$ cat src/verilog/interval_pkg.sv
package interval_pkg;

  // ==========================================================
  // Clock and timing
  localparam int unsigned CLK_HZ           = 25_000_000;
  localparam int unsigned CLK_PERIOD_NS    = 40;
  localparam int unsigned DOT_WIDTH_NS     = 100;
  localparam int unsigned DOT_CYCLES       =
    (DOT_WIDTH_NS + CLK_PERIOD_NS - 1) / CLK_PERIOD_NS;
  localparam int unsigned LAMP_HOLD_MS     = 20;
  localparam int unsigned LAMP_HOLD_CYCLES =
    LAMP_HOLD_MS * (CLK_HZ / 1000);
  localparam int unsigned BLINK_RATE_HZ    = 10;
  localparam int unsigned BLINK_CYCLES     = CLK_HZ / BLINK_RATE_HZ;
  localparam int unsigned GATE_LAG_NS      = CLK_PERIOD_NS;
  localparam int unsigned LAMP_W           = 22;
  localparam int unsigned DOT_W            = 2;

  // ==========================================================
  // Register offsets (byte addresses)
  localparam logic [7:0] ADDR_CTRL     = 8'h00;
  localparam logic [7:0] ADDR_LOCKOUT  = 8'h04;
  localparam logic [7:0] ADDR_DEADTIME = 8'h08;
  localparam logic [7:0] ADDR_STATUS   = 8'h0C;
  localparam logic [7:0] ADDR_RESULT   = 8'h10;
  localparam logic [7:0] ADDR_LEVEL    = 8'h14;
  localparam logic [7:0] ADDR_COUNT    = 8'h18;

  // ==========================================================
  // Field positions and reset values
  localparam int unsigned STAT_VALID_BIT  = 0;
  localparam int unsigned STAT_GATE_BIT   = 1;
  localparam int unsigned STAT_ARMED_BIT  = 2;
  localparam int unsigned STAT_LOCKED_BIT = 3;
  localparam int unsigned STAT_DEAD_BIT   = 4;
  localparam logic [4:0]  CTRL_RESET      = 5'h00;
  localparam logic [31:0] LOCKOUT_RESET   = 32'h0000_0000;
  localparam logic [31:0] DEADTIME_RESET  = 32'h0000_0000;
  localparam logic [1:0]  RESP_OKAY       = 2'h0;
  localparam logic [1:0]  RESP_SLVERR     = 2'h2;

  // Control word, bit 0 is arm
  typedef struct packed {
    logic read_stop;
    logic three_state;
    logic lock_ext;
    logic lock_en;
    logic arm;
  } ctrl_t;

  // Per-channel front panel outputs
  typedef struct packed {
    logic lamp;
    logic dot;
    logic square_n;
  } chan_out_t;

  typedef enum logic [4:0] {
    GS_IDLE  = 5'b00001,
    GS_ARMED = 5'b00010,
    GS_OPEN  = 5'b00100,
    GS_DEAD  = 5'b01000,
    GS_HOLD  = 5'b10000
  } gate_state_t;

endpackage
$ cat src/verilog/interval_gate_indicators.sv
// The AXI4-Lite register port and the register addresses were left to the implementer.
`timescale 1ns/1ns
module interval_gate_indicators #(
  parameter int unsigned LAMP_HOLD_CYCLES = interval_pkg::LAMP_HOLD_CYCLES,
  parameter int unsigned BLINK_CYCLES     = interval_pkg::BLINK_CYCLES
) (
  // Clock and reset
  input  wire logic        aclk,
  input  wire logic        aresetn,
  // AXI4-Lite write address
  input  wire logic        s_axi_awvalid,
  output logic             s_axi_awready,
  input  wire logic [7:0]  s_axi_awaddr,
  // AXI4-Lite write data
  input  wire logic        s_axi_wvalid,
  output logic             s_axi_wready,
  input  wire logic [31:0] s_axi_wdata,
  input  wire logic [3:0]  s_axi_wstrb,
  // AXI4-Lite write response
  output logic             s_axi_bvalid,
  input  wire logic        s_axi_bready,
  output logic [1:0]       s_axi_bresp,
  // AXI4-Lite read address
  input  wire logic        s_axi_arvalid,
  output logic             s_axi_arready,
  input  wire logic [7:0]  s_axi_araddr,
  // AXI4-Lite read data
  output logic             s_axi_rvalid,
  input  wire logic        s_axi_rready,
  output logic [31:0]      s_axi_rdata,
  output logic [1:0]       s_axi_rresp,
  // Comparator outputs and external lockout, asynchronous
  input  wire logic        start_trig,
  input  wire logic        stop_trig,
  input  wire logic        ext_lockout,
  // Trigger levels in millivolts from the level converter
  input  wire logic [15:0] start_level_mv,
  input  wire logic [15:0] stop_level_mv,
  // Front panel and marker outputs
  output interval_pkg::chan_out_t start_out,
  output interval_pkg::chan_out_t stop_out,
  output logic             gate_marker,
  output logic [15:0]      level_display_mv,
  output logic             level_is_stop
);

  // ==========================================================
  // Constants sized for their counters
  localparam int unsigned LW = interval_pkg::LAMP_W;
  localparam int unsigned DW = interval_pkg::DOT_W;
  localparam logic [LW-1:0] HOLD_LOAD  = LW'(LAMP_HOLD_CYCLES);
  localparam logic [LW-1:0] BLINK_LOAD = LW'(BLINK_CYCLES);
  localparam logic [LW-1:0] BLINK_HALF = LW'(BLINK_CYCLES / 2);
  localparam logic [DW-1:0] DOT_LOAD   = DW'(interval_pkg::DOT_CYCLES);

  // ==========================================================
  // Shared decode
  function automatic logic addr_mapped(input logic [7:0] a);
    case (a)
      interval_pkg::ADDR_CTRL,
      interval_pkg::ADDR_LOCKOUT,
      interval_pkg::ADDR_DEADTIME,
      interval_pkg::ADDR_STATUS,
      interval_pkg::ADDR_RESULT,
      interval_pkg::ADDR_LEVEL,
      interval_pkg::ADDR_COUNT: addr_mapped = 1'b1;
      default:                  addr_mapped = 1'b0;
    endcase
  endfunction

  function automatic logic [31:0] merge_strb(input logic [31:0] old,
                                             input logic [31:0] data,
                                             input logic [3:0]  strb);
    logic [31:0] res;
    res = old;
    for (int i = 0; i < 4; i++) begin
      if (strb[i]) begin
        res[8*i +: 8] = data[8*i +: 8];
      end
    end
    merge_strb = res;
  endfunction

  // ==========================================================
  // Registers and state
  interval_pkg::ctrl_t       ctrl_reg;
  logic [31:0]               lockout_reg;
  logic [31:0]               deadtime_reg;
  logic                      valid_reg;
  logic [31:0]               result_reg;
  logic [31:0]               meas_count_reg;
  interval_pkg::gate_state_t state_reg;
  interval_pkg::gate_state_t state_next;
  logic [31:0]               lock_cnt_reg;
  logic [31:0]               dead_cnt_reg;
  logic [31:0]               span_cnt_reg;
  logic                      gate_marker_reg;
  logic [15:0]               level_reg;
  logic                      level_sel_reg;

  // Bus holding registers
  logic        aw_hold_reg;
  logic [7:0]  aw_addr_reg;
  logic        w_hold_reg;
  logic [31:0] w_data_reg;
  logic [3:0]  w_strb_reg;
  logic        bvalid_reg;
  logic [1:0]  bresp_reg;
  logic        rvalid_reg;
  logic [31:0] rdata_reg;
  logic [1:0]  rresp_reg;

  // Synchronisers: index 0 start, 1 stop, 2 external lockout
  logic [2:0] meta_reg;
  logic [2:0] sync_reg;
  logic [1:0] prev_reg;
  logic [1:0] trig_event;
  logic       ext_lock;

  logic do_write;
  logic start_ev;
  logic stop_ev;
  logic stop_allowed;
  logic close_ev;
  logic clear_valid;
  logic [1:0] lamp_vec;
  logic [1:0] dot_vec;
  logic [1:0] sq_vec;

  // ==========================================================
  // Input synchronisation
  always_ff @(posedge aclk) begin
    if (!aresetn) begin
      meta_reg <= 3'h0;
      sync_reg <= 3'h0;
      prev_reg <= 2'h0;
    end else begin
      meta_reg <= {ext_lockout, stop_trig, start_trig};
      sync_reg <= meta_reg;
      prev_reg <= sync_reg[1:0];
    end
  end

  // Edges of the clean levels, so gating lands on clock edges
  assign trig_event = sync_reg[1:0] & ~prev_reg;
  assign ext_lock   = sync_reg[2];
  assign start_ev   = trig_event[0];
  assign stop_ev    = trig_event[1];

  // ==========================================================
  // Per-channel lamps and markers
  for (genvar ch = 0; ch < 2; ch++) begin : g_chan
    logic [DW-1:0] dot_cnt_reg;
    logic [LW-1:0] hold_cnt_reg;
    logic [LW-1:0] blink_cnt_reg;
    logic          pend_reg;
    logic          lamp_reg;
    logic          sq_reg;
    logic          lamp3;

    // Dots come straight from trigger edges, not from the gate
    always_ff @(posedge aclk) begin
      if (!aresetn) begin
        dot_cnt_reg <= '0;
      end else if (trig_event[ch]) begin
        dot_cnt_reg <= DOT_LOAD;
      end else if (dot_cnt_reg != '0) begin
        dot_cnt_reg <= dot_cnt_reg - 1'b1;
      end
    end

    // Two-state stretcher; retriggers faster than 50 Hz look steady
    always_ff @(posedge aclk) begin
      if (!aresetn) begin
        hold_cnt_reg <= '0;
      end else if (trig_event[ch]) begin
        hold_cnt_reg <= HOLD_LOAD;
      end else if (hold_cnt_reg != '0) begin
        hold_cnt_reg <= hold_cnt_reg - 1'b1;
      end
    end

    // Three-state blinker: one period per trigger; triggers during a blink queue a single extra period
    always_ff @(posedge aclk) begin
      if (!aresetn) begin
        blink_cnt_reg <= '0;
        pend_reg      <= 1'b0;
      end else if (blink_cnt_reg == '0) begin
        if (trig_event[ch] || pend_reg) begin
          blink_cnt_reg <= BLINK_LOAD;
        end
        pend_reg <= 1'b0;
      end else begin
        blink_cnt_reg <= blink_cnt_reg - 1'b1;
        if (trig_event[ch]) begin
          pend_reg <= 1'b1;
        end
      end
    end

    // Lit in first half of a blink, else show the comparator level
    assign lamp3 = (blink_cnt_reg != '0) ? (blink_cnt_reg > BLINK_HALF)
                                         : sync_reg[ch];

    always_ff @(posedge aclk) begin
      if (!aresetn) begin
        lamp_reg <= 1'b0;
        sq_reg   <= 1'b1;
      end else begin
        lamp_reg <= ctrl_reg.three_state ? lamp3
                                         : (hold_cnt_reg != '0);
        sq_reg   <= ~sync_reg[ch];
      end
    end

    assign lamp_vec[ch] = lamp_reg;
    assign dot_vec[ch]  = dot_cnt_reg != '0;
    assign sq_vec[ch]   = sq_reg;
  end

  // Dot width is a multiple of 40 ns, so 100 ns rounds up to 120 ns
  assign start_out = '{lamp: lamp_vec[0], dot: dot_vec[0],
                       square_n: sq_vec[0]};
  assign stop_out  = '{lamp: lamp_vec[1], dot: dot_vec[1],
                       square_n: sq_vec[1]};

  // ==========================================================
  // Measurement gate
  always_comb begin
    if (!ctrl_reg.lock_en) begin
      stop_allowed = 1'b1;
    end else if (ctrl_reg.lock_ext) begin
      stop_allowed = !ext_lock;
    end else begin
      stop_allowed = lock_cnt_reg == 32'h0000_0000;
    end
  end

  assign close_ev = (state_reg == interval_pkg::GS_OPEN) && stop_ev
                    && stop_allowed;

  always_comb begin
    state_next = state_reg;
    case (state_reg)
      interval_pkg::GS_IDLE: begin
        if (ctrl_reg.arm) begin
          state_next = interval_pkg::GS_ARMED;
        end
      end
      interval_pkg::GS_ARMED: begin
        if (!ctrl_reg.arm) begin
          state_next = interval_pkg::GS_IDLE;
        end else if (start_ev) begin
          state_next = interval_pkg::GS_OPEN;
        end
      end
      interval_pkg::GS_OPEN: begin
        if (close_ev) begin
          state_next = interval_pkg::GS_DEAD;
        end else if (!ctrl_reg.arm) begin
          state_next = interval_pkg::GS_IDLE;
        end
      end
      interval_pkg::GS_DEAD: begin
        if (dead_cnt_reg == 32'h0000_0000) begin
          state_next = interval_pkg::GS_HOLD;
        end
      end
      interval_pkg::GS_HOLD: begin
        // Wait for the start level to fall so a held start cannot rearm
        if (!sync_reg[0]) begin
          state_next = ctrl_reg.arm ? interval_pkg::GS_ARMED
                                    : interval_pkg::GS_IDLE;
        end
      end
      default: state_next = interval_pkg::GS_IDLE;
    endcase
  end

  always_ff @(posedge aclk) begin
    if (!aresetn) begin
      state_reg <= interval_pkg::GS_IDLE;
    end else begin
      state_reg <= state_next;
    end
  end

  // Lockout counter loads on the accepted start
  always_ff @(posedge aclk) begin
    if (!aresetn) begin
      lock_cnt_reg <= 32'h0000_0000;
    end else if (state_reg == interval_pkg::GS_ARMED && start_ev) begin
      lock_cnt_reg <= lockout_reg;
    end else if (lock_cnt_reg != 32'h0000_0000) begin
      lock_cnt_reg <= lock_cnt_reg - 32'h0000_0001;
    end
  end

  always_ff @(posedge aclk) begin
    if (!aresetn) begin
      dead_cnt_reg <= 32'h0000_0000;
    end else if (close_ev) begin
      dead_cnt_reg <= deadtime_reg;
    end else if (dead_cnt_reg != 32'h0000_0000) begin
      dead_cnt_reg <= dead_cnt_reg - 32'h0000_0001;
    end
  end

  // Whole clock periods only; saturates at 32'hFFFF_FFFF, where the result span_cnt_reg + 1 wraps to 0
  always_ff @(posedge aclk) begin
    if (!aresetn) begin
      span_cnt_reg <= 32'h0000_0000;
    end else if (state_reg == interval_pkg::GS_ARMED) begin
      span_cnt_reg <= 32'h0000_0000;
    end else if (state_reg == interval_pkg::GS_OPEN &&
                 span_cnt_reg != 32'hFFFF_FFFF) begin
      span_cnt_reg <= span_cnt_reg + 32'h0000_0001;
    end
  end

  // Result and tally change only on a closed start-stop pair
  always_ff @(posedge aclk) begin
    if (!aresetn) begin
      result_reg     <= 32'h0000_0000;
      meas_count_reg <= 32'h0000_0000;
    end else if (close_ev) begin
      result_reg     <= span_cnt_reg + 32'h0000_0001;
      meas_count_reg <= meas_count_reg + 32'h0000_0001;
    end
  end

  // A close in the clearing cycle keeps the flag set
  assign clear_valid = do_write && aw_addr_reg == interval_pkg::ADDR_STATUS
                       && w_strb_reg[0]
                       && w_data_reg[interval_pkg::STAT_VALID_BIT];

  always_ff @(posedge aclk) begin
    if (!aresetn) begin
      valid_reg <= 1'b0;
    end else if (close_ev) begin
      valid_reg <= 1'b1;
    end else if (clear_valid) begin
      valid_reg <= 1'b0;
    end
  end

  // One register stage: fixed 40 ns lag behind the internal gate
  always_ff @(posedge aclk) begin
    if (!aresetn) begin
      gate_marker_reg <= 1'b0;
    end else begin
      gate_marker_reg <= state_reg ==
                         interval_pkg::GS_OPEN;
    end
  end
  assign gate_marker = gate_marker_reg;

  always_ff @(posedge aclk) begin
    if (!aresetn) begin
      level_reg     <= 16'h0000;
      level_sel_reg <= 1'b0;
    end else begin
      level_reg     <= ctrl_reg.read_stop ? stop_level_mv
                                          : start_level_mv;
      level_sel_reg <= ctrl_reg.read_stop;
    end
  end
  assign level_display_mv = level_reg;
  assign level_is_stop    = level_sel_reg;

  // ==========================================================
  // AXI4-Lite write path
  assign s_axi_awready = !aw_hold_reg && !bvalid_reg;
  assign s_axi_wready  = !w_hold_reg && !bvalid_reg;
  assign do_write      = aw_hold_reg && w_hold_reg && !bvalid_reg;

  always_ff @(posedge aclk) begin
    if (!aresetn) begin
      aw_hold_reg <= 1'b0;
      aw_addr_reg <= 8'h00;
      w_hold_reg  <= 1'b0;
      w_data_reg  <= 32'h0000_0000;
      w_strb_reg  <= 4'h0;
      bvalid_reg  <= 1'b0;
      bresp_reg   <= interval_pkg::RESP_OKAY;
    end else begin
      if (s_axi_awvalid && s_axi_awready) begin
        aw_hold_reg <= 1'b1;
        aw_addr_reg <= {s_axi_awaddr[7:2], 2'b00};
      end
      if (s_axi_wvalid && s_axi_wready) begin
        w_hold_reg <= 1'b1;
        w_data_reg <= s_axi_wdata;
        w_strb_reg <= s_axi_wstrb;
      end
      if (do_write) begin
        aw_hold_reg <= 1'b0;
        w_hold_reg  <= 1'b0;
        bvalid_reg  <= 1'b1;
        bresp_reg   <= addr_mapped(aw_addr_reg) ? interval_pkg::RESP_OKAY
                                                : interval_pkg::RESP_SLVERR;
      end else if (bvalid_reg && s_axi_bready) begin
        bvalid_reg <= 1'b0;
      end
    end
  end

  always_ff @(posedge aclk) begin
    if (!aresetn) begin
      ctrl_reg     <= interval_pkg::CTRL_RESET;
      lockout_reg  <= interval_pkg::LOCKOUT_RESET;
      deadtime_reg <= interval_pkg::DEADTIME_RESET;
    end else if (do_write) begin
      case (aw_addr_reg)
        interval_pkg::ADDR_CTRL: begin
          if (w_strb_reg[0]) begin
            ctrl_reg <= w_data_reg[4:0];
          end
        end
        interval_pkg::ADDR_LOCKOUT: begin
          lockout_reg <= merge_strb(lockout_reg, w_data_reg, w_strb_reg);
        end
        interval_pkg::ADDR_DEADTIME: begin
          deadtime_reg <= merge_strb(deadtime_reg, w_data_reg, w_strb_reg);
        end
        default: begin
        end
      endcase
    end
  end

  assign s_axi_bvalid = bvalid_reg;
  assign s_axi_bresp  = bresp_reg;

  // ==========================================================
  // AXI4-Lite read path
  logic [31:0] status_word;
  logic [31:0] read_word;

  always_comb begin
    status_word = 32'h0000_0000;
    status_word[interval_pkg::STAT_VALID_BIT]  = valid_reg;
    status_word[interval_pkg::STAT_GATE_BIT]   =
      state_reg == interval_pkg::GS_OPEN;
    status_word[interval_pkg::STAT_ARMED_BIT]  =
      state_reg == interval_pkg::GS_ARMED;
    status_word[interval_pkg::STAT_LOCKED_BIT] =
      state_reg == interval_pkg::GS_OPEN && !stop_allowed;
    status_word[interval_pkg::STAT_DEAD_BIT]   =
      state_reg == interval_pkg::GS_DEAD;
  end

  always_comb begin
    case ({s_axi_araddr[7:2], 2'b00})
      interval_pkg::ADDR_CTRL:     read_word = {27'h000_0000, ctrl_reg};
      interval_pkg::ADDR_LOCKOUT:  read_word = lockout_reg;
      interval_pkg::ADDR_DEADTIME: read_word = deadtime_reg;
      interval_pkg::ADDR_STATUS:   read_word = status_word;
      interval_pkg::ADDR_RESULT:   read_word = result_reg;
      interval_pkg::ADDR_LEVEL:    read_word = {16'h0000, level_reg};
      interval_pkg::ADDR_COUNT:    read_word = meas_count_reg;
      default:                     read_word = 32'h0000_0000;
    endcase
  end

  assign s_axi_arready = !rvalid_reg;

  always_ff @(posedge aclk) begin
    if (!aresetn) begin
      rvalid_reg <= 1'b0;
      rdata_reg  <= 32'h0000_0000;
      rresp_reg  <= interval_pkg::RESP_OKAY;
    end else if (s_axi_arvalid && s_axi_arready) begin
      rvalid_reg <= 1'b1;
      rdata_reg  <= read_word;
      rresp_reg  <= addr_mapped({s_axi_araddr[7:2], 2'b00})
                    ? interval_pkg::RESP_OKAY : interval_pkg::RESP_SLVERR;
    end else if (rvalid_reg && s_axi_rready) begin
      rvalid_reg <= 1'b0;
    end
  end

  assign s_axi_rvalid = rvalid_reg;
  assign s_axi_rdata  = rdata_reg;
  assign s_axi_rresp  = rresp_reg;

endmodule

$ cat config.mk
export PLATFORM = sky130hd
export DESIGN_NAME = interval_gate_indicators
export DESIGN_NICKNAME = d
export VERILOG_FILES = /design/src/verilog/interval_pkg.sv /design/src/verilog/interval_gate_indicators.sv
export SDC_FILE = /design/constraint.sdc
export NUM_CORES = 1
export LEC_CHECK = 0
export ABC_AREA = 1
export BUFFER_PORTS_ARGS = -buffer_cell sky130_fd_sc_hd__buf_2
export CORE_UTILIZATION = 50
export CTS_CLUSTER_DIAMETER = 150
export DETAILED_ROUTE_END_ITERATION = 8
export PLACE_DENSITY_LB_ADDON = 0.3
export SLEW_MARGIN = 20
export SYNTH_ARGS = -nofsm -noshare
export SYNTH_HDL_FRONTEND = slang
export SYNTH_SLANG_ARGS = --single-unit
$ cat constraint.sdc
create_clock -name aclk -period 2.9 [get_ports aclk]
set_clock_uncertainty 0.15 [all_clocks]
set_input_delay 0.145 -clock aclk [delete_from_list [all_inputs] [get_ports aclk]]
set_output_delay 0.145 -clock aclk [all_outputs]
set_load 0.02 [all_outputs]
==> reports/results.ini <==
[synthesis]
synth_adder_area_share_pct = 0.834
netlist_area_um2 = 21000
synth_top_family_by_area = simple AND/OR/NAND/NOR gates
synth_mux_area_share_pct = 0
ys_top_cells_by_area = dfxtp_1 (42%), nand2_1 (11%), nor2_1 (9.7%)
synthCells = 3044
syn_avg_cell_area_um2 = 6.90
ys_ff_latch = 439
synth_compound_area_share_pct = 15.1
ys_types = 49
ys_warn_count = 0
synth_area_leader_cell = dfxtp_1
synth_top_flop_cell = dfxtp_1
ys_async_sr_fraction_pct = 0
synth-xor-area-share_pct = 5.13
synth_top_area_share_pct = 41.9
synth_edf_count = 0
seq_area_frac_synth_pct = 41.9
synth-simple-area-share_pct = 29.5

[timing]
setup_viol = 0
maxSlewViolCount = 0
max_freq_ghz = 0.376
hold_viol_final = 0
slew_headroom_pct = 37.2
rsz0062_at_grt = false
tns_ns = 0
fin_crit_sh_pct = 91.6
finalWorstSetupSlack_ns = 0.242
period_needed_ns = 2.66
tightest_slew_ns = 0.940

[cells_and_area]
layout-drive-gt1-share_pct = 8.79
nNetsFinal = 3362
fill_cells = 3831
layout_commonest_cell = nand2_1
final_core_util_pct = 60.2
layout_common_cells = nand2_1 (599), nor2_1 (543), dfxtp_1 (439), a21oi_1 (273), inv_1 (269)
area_growth_pct = 17.9
num_antenna_cells = 0

[placement]
place_congestion = 0.935
pre_cts_ws_ns = 0.225
port_buffers = 152
dpl.hpwl_mm = 46.6

[detailed_routing]
drc = 5
first_iter_violations = 2038
num_vias = 21300
avgRoutedWirePerCell_um = 17.3
vias_per_cell = 5.58
ant_nets = 0
first_pass_iters = 8
totalWireLength_mm = 66.2

[critical_path]
crit_chain = inv_1, nor2_1, inv_1, nor2_1, nand2_2, clkinv_2, buf_4, o21ai_0, a21oi_1
crit_family = simple AND/OR/NAND/NOR gates
cp-start-kind = flop
reg2reg_to = result_reg[24]$_SDFFE_PN0P_
crit_arrival_ns = 3.01
crit_start = sync_reg[1]$_SDFF_PN0_
rr_worst_depth = 9
crit_required_ns = 3.25
worstSetupPathType = flop to flop
slowest_delay_ns = 0.40
rrSetupSlack_ns = 0.24
crit_buf_inv = 4
slowest_stage = nor2_1
r2r-start = sync_reg[1]$_SDFF_PN0_
cp_max_fo = 20
cp_num_cells = 9
cp-end-kind = flop

[cts]
clock_path_buffers = 3
cts_htree_levels = 2
root_buffer = clkbuf_16
clk_pin_slew_ns = 0.05
clock-sinks = 439
clk_latency_ns = 0.59
numCtsBuffers = 48
cts_setup_buffers = 0
cts_tree = done

[worst_hold_path]
min_to = s_axi_rresp[1]$_SDFFE_PN0P_
min_from = s_axi_araddr[4]
hold_path.class = input port to flop
holdPathStages = 6

[die]
ios = 159
core-area_um2 = 41100
die_h_um = 207
die_x_um = 207
initial_core_util_pct = 51.1
dieArea_um2 = 42800
core.rowCount = 74

[outcome]
violations = DRC
outcome = complete, but fails checks

[global_routing]
antenna_found_initial = 0
overflow = 0
grt_pass1_vias = 19400
grt_max_degree = 197
grt.total_usage_pct = 30.3
grt_pass1_wl_mm = 102

[flow_run]
cap_violations = 0

[power]
power.leakage_nw = 10.3
p_per_area_nw_per_um2 = 922
peakVddDrop_v = 0.000487

how the worst max path moves through the flow:
stage / endpoint / slack, ns
2_1_floorplan: span_cnt_reg[21]$_SDFFE_PP0P_ / 0.89
3_3_place_gp: dead_cnt_reg[16]$_SDFFE_PN0P_ / 0.25
3_5_place_dp: dead_cnt_reg[13]$_SDFFE_PN0P_ / 0.23
4_1_cts: dead_cnt_reg[13]$_SDFFE_PN0P_ / 0.19
5_1_grt: span_cnt_reg[21]$_SDFFE_PP0P_ / 0.004
6_report: result_reg[24]$_SDFFE_PN0P_ / 0.24
metrics by stage:
stage,instance area (um2),hold slack [ns],std cells,total power (W)
2_1_floorplan,21000,0.0926,3045,0.0143
3_3_place_gp,22200,0.181,3647,0.0160
3_5_place_dp,22200,0.193,3647,0.0162
4_1_cts,24700,0.0682,3820,0.0227
5_1_grt,24700,0.164,3821,0.0244
6_report,24700,0.104,3821,0.0228
final cells by class:
class	instances	area [um2]	area share (%)
Multi-Input combinational cell	2211	10600	43.0
Sequential cell	439	8790	35.5
Timing Repair Buffer	276	1970	7.95
Clock buffer	69	1400	5.66
Inverter	278	1050	4.24
Tap cell	532	666	2.69
Clock inverter	16	240	0.971
what timing repair did:
item	4_1_cts	5_1_grt
resized for setup	0	1
endpoints found under the setup margin	0	13
hold endpoints to repair	138	0
hold buffers	88	0
worst reg2reg max path, cell delays in order, from the launching register on:
cell      delay, ns
dfxtp_1        0.32
inv_1          0.05
nor2_1         0.37
inv_1          0.27
nor2_1         0.40
nand2_2        0.13
clkinv_2       0.29
buf_4          0.30
o21ai_0        0.13
a21oi_1        0.17
per-layer routing:
metal	routed length [um]	up-vias	GRT usage [%]
met3	5140	115	4.77
li1	-	10400	-
met2	29200	843	47.4
met1	30200	9966	43.0
met4	1640	0	8.42
met5	0	-	0
synth_stat cells (14+ instances only):
| cell type | count |
|---|---|
| nand3_1 | 131 |
| dfxtp_1 | 439 |
| a22oi_1 | 30 |
| xor2_1 | 80 |
| nor3_1 | 78 |
| inv_1 | 270 |
| nand4_1 | 68 |
| xnor2_1 | 43 |
| o21ai_0 | 229 |
| nand2_1 | 599 |
| a21oi_1 | 273 |
| nor2_1 | 544 |
| ha_1 | 14 |
| nor4_1 | 15 |
| clkbuf_1 | 89 |
report_power, final:
| part | leakage (nW) | switching (W) | internal, W | total (W) |
|---|---|---|---|---|
| clock network | 0.809 | 0.00253 | 0.00388 | 0.00640 |
| registers | 3.58 | 0.000866 | 0.00702 | 0.00789 |
| logic | 5.93 | 0.00548 | 0.00303 | 0.00851 |
cell families (layout without fill, tap and decap cells):
family | count (synthesis) | in the layout
xor gates and xnor gates | 123 | 123
buffers and inverters | 396 | 639
adders and majority gates | 14 | 14
AOI/OAI and AO/OA | 592 | 592
other | 1 | 2
DFF | 439 | 439
and+or+nand+nor | 1479 | 1480
No activity file was read; power rests on OpenSTA's default activity.
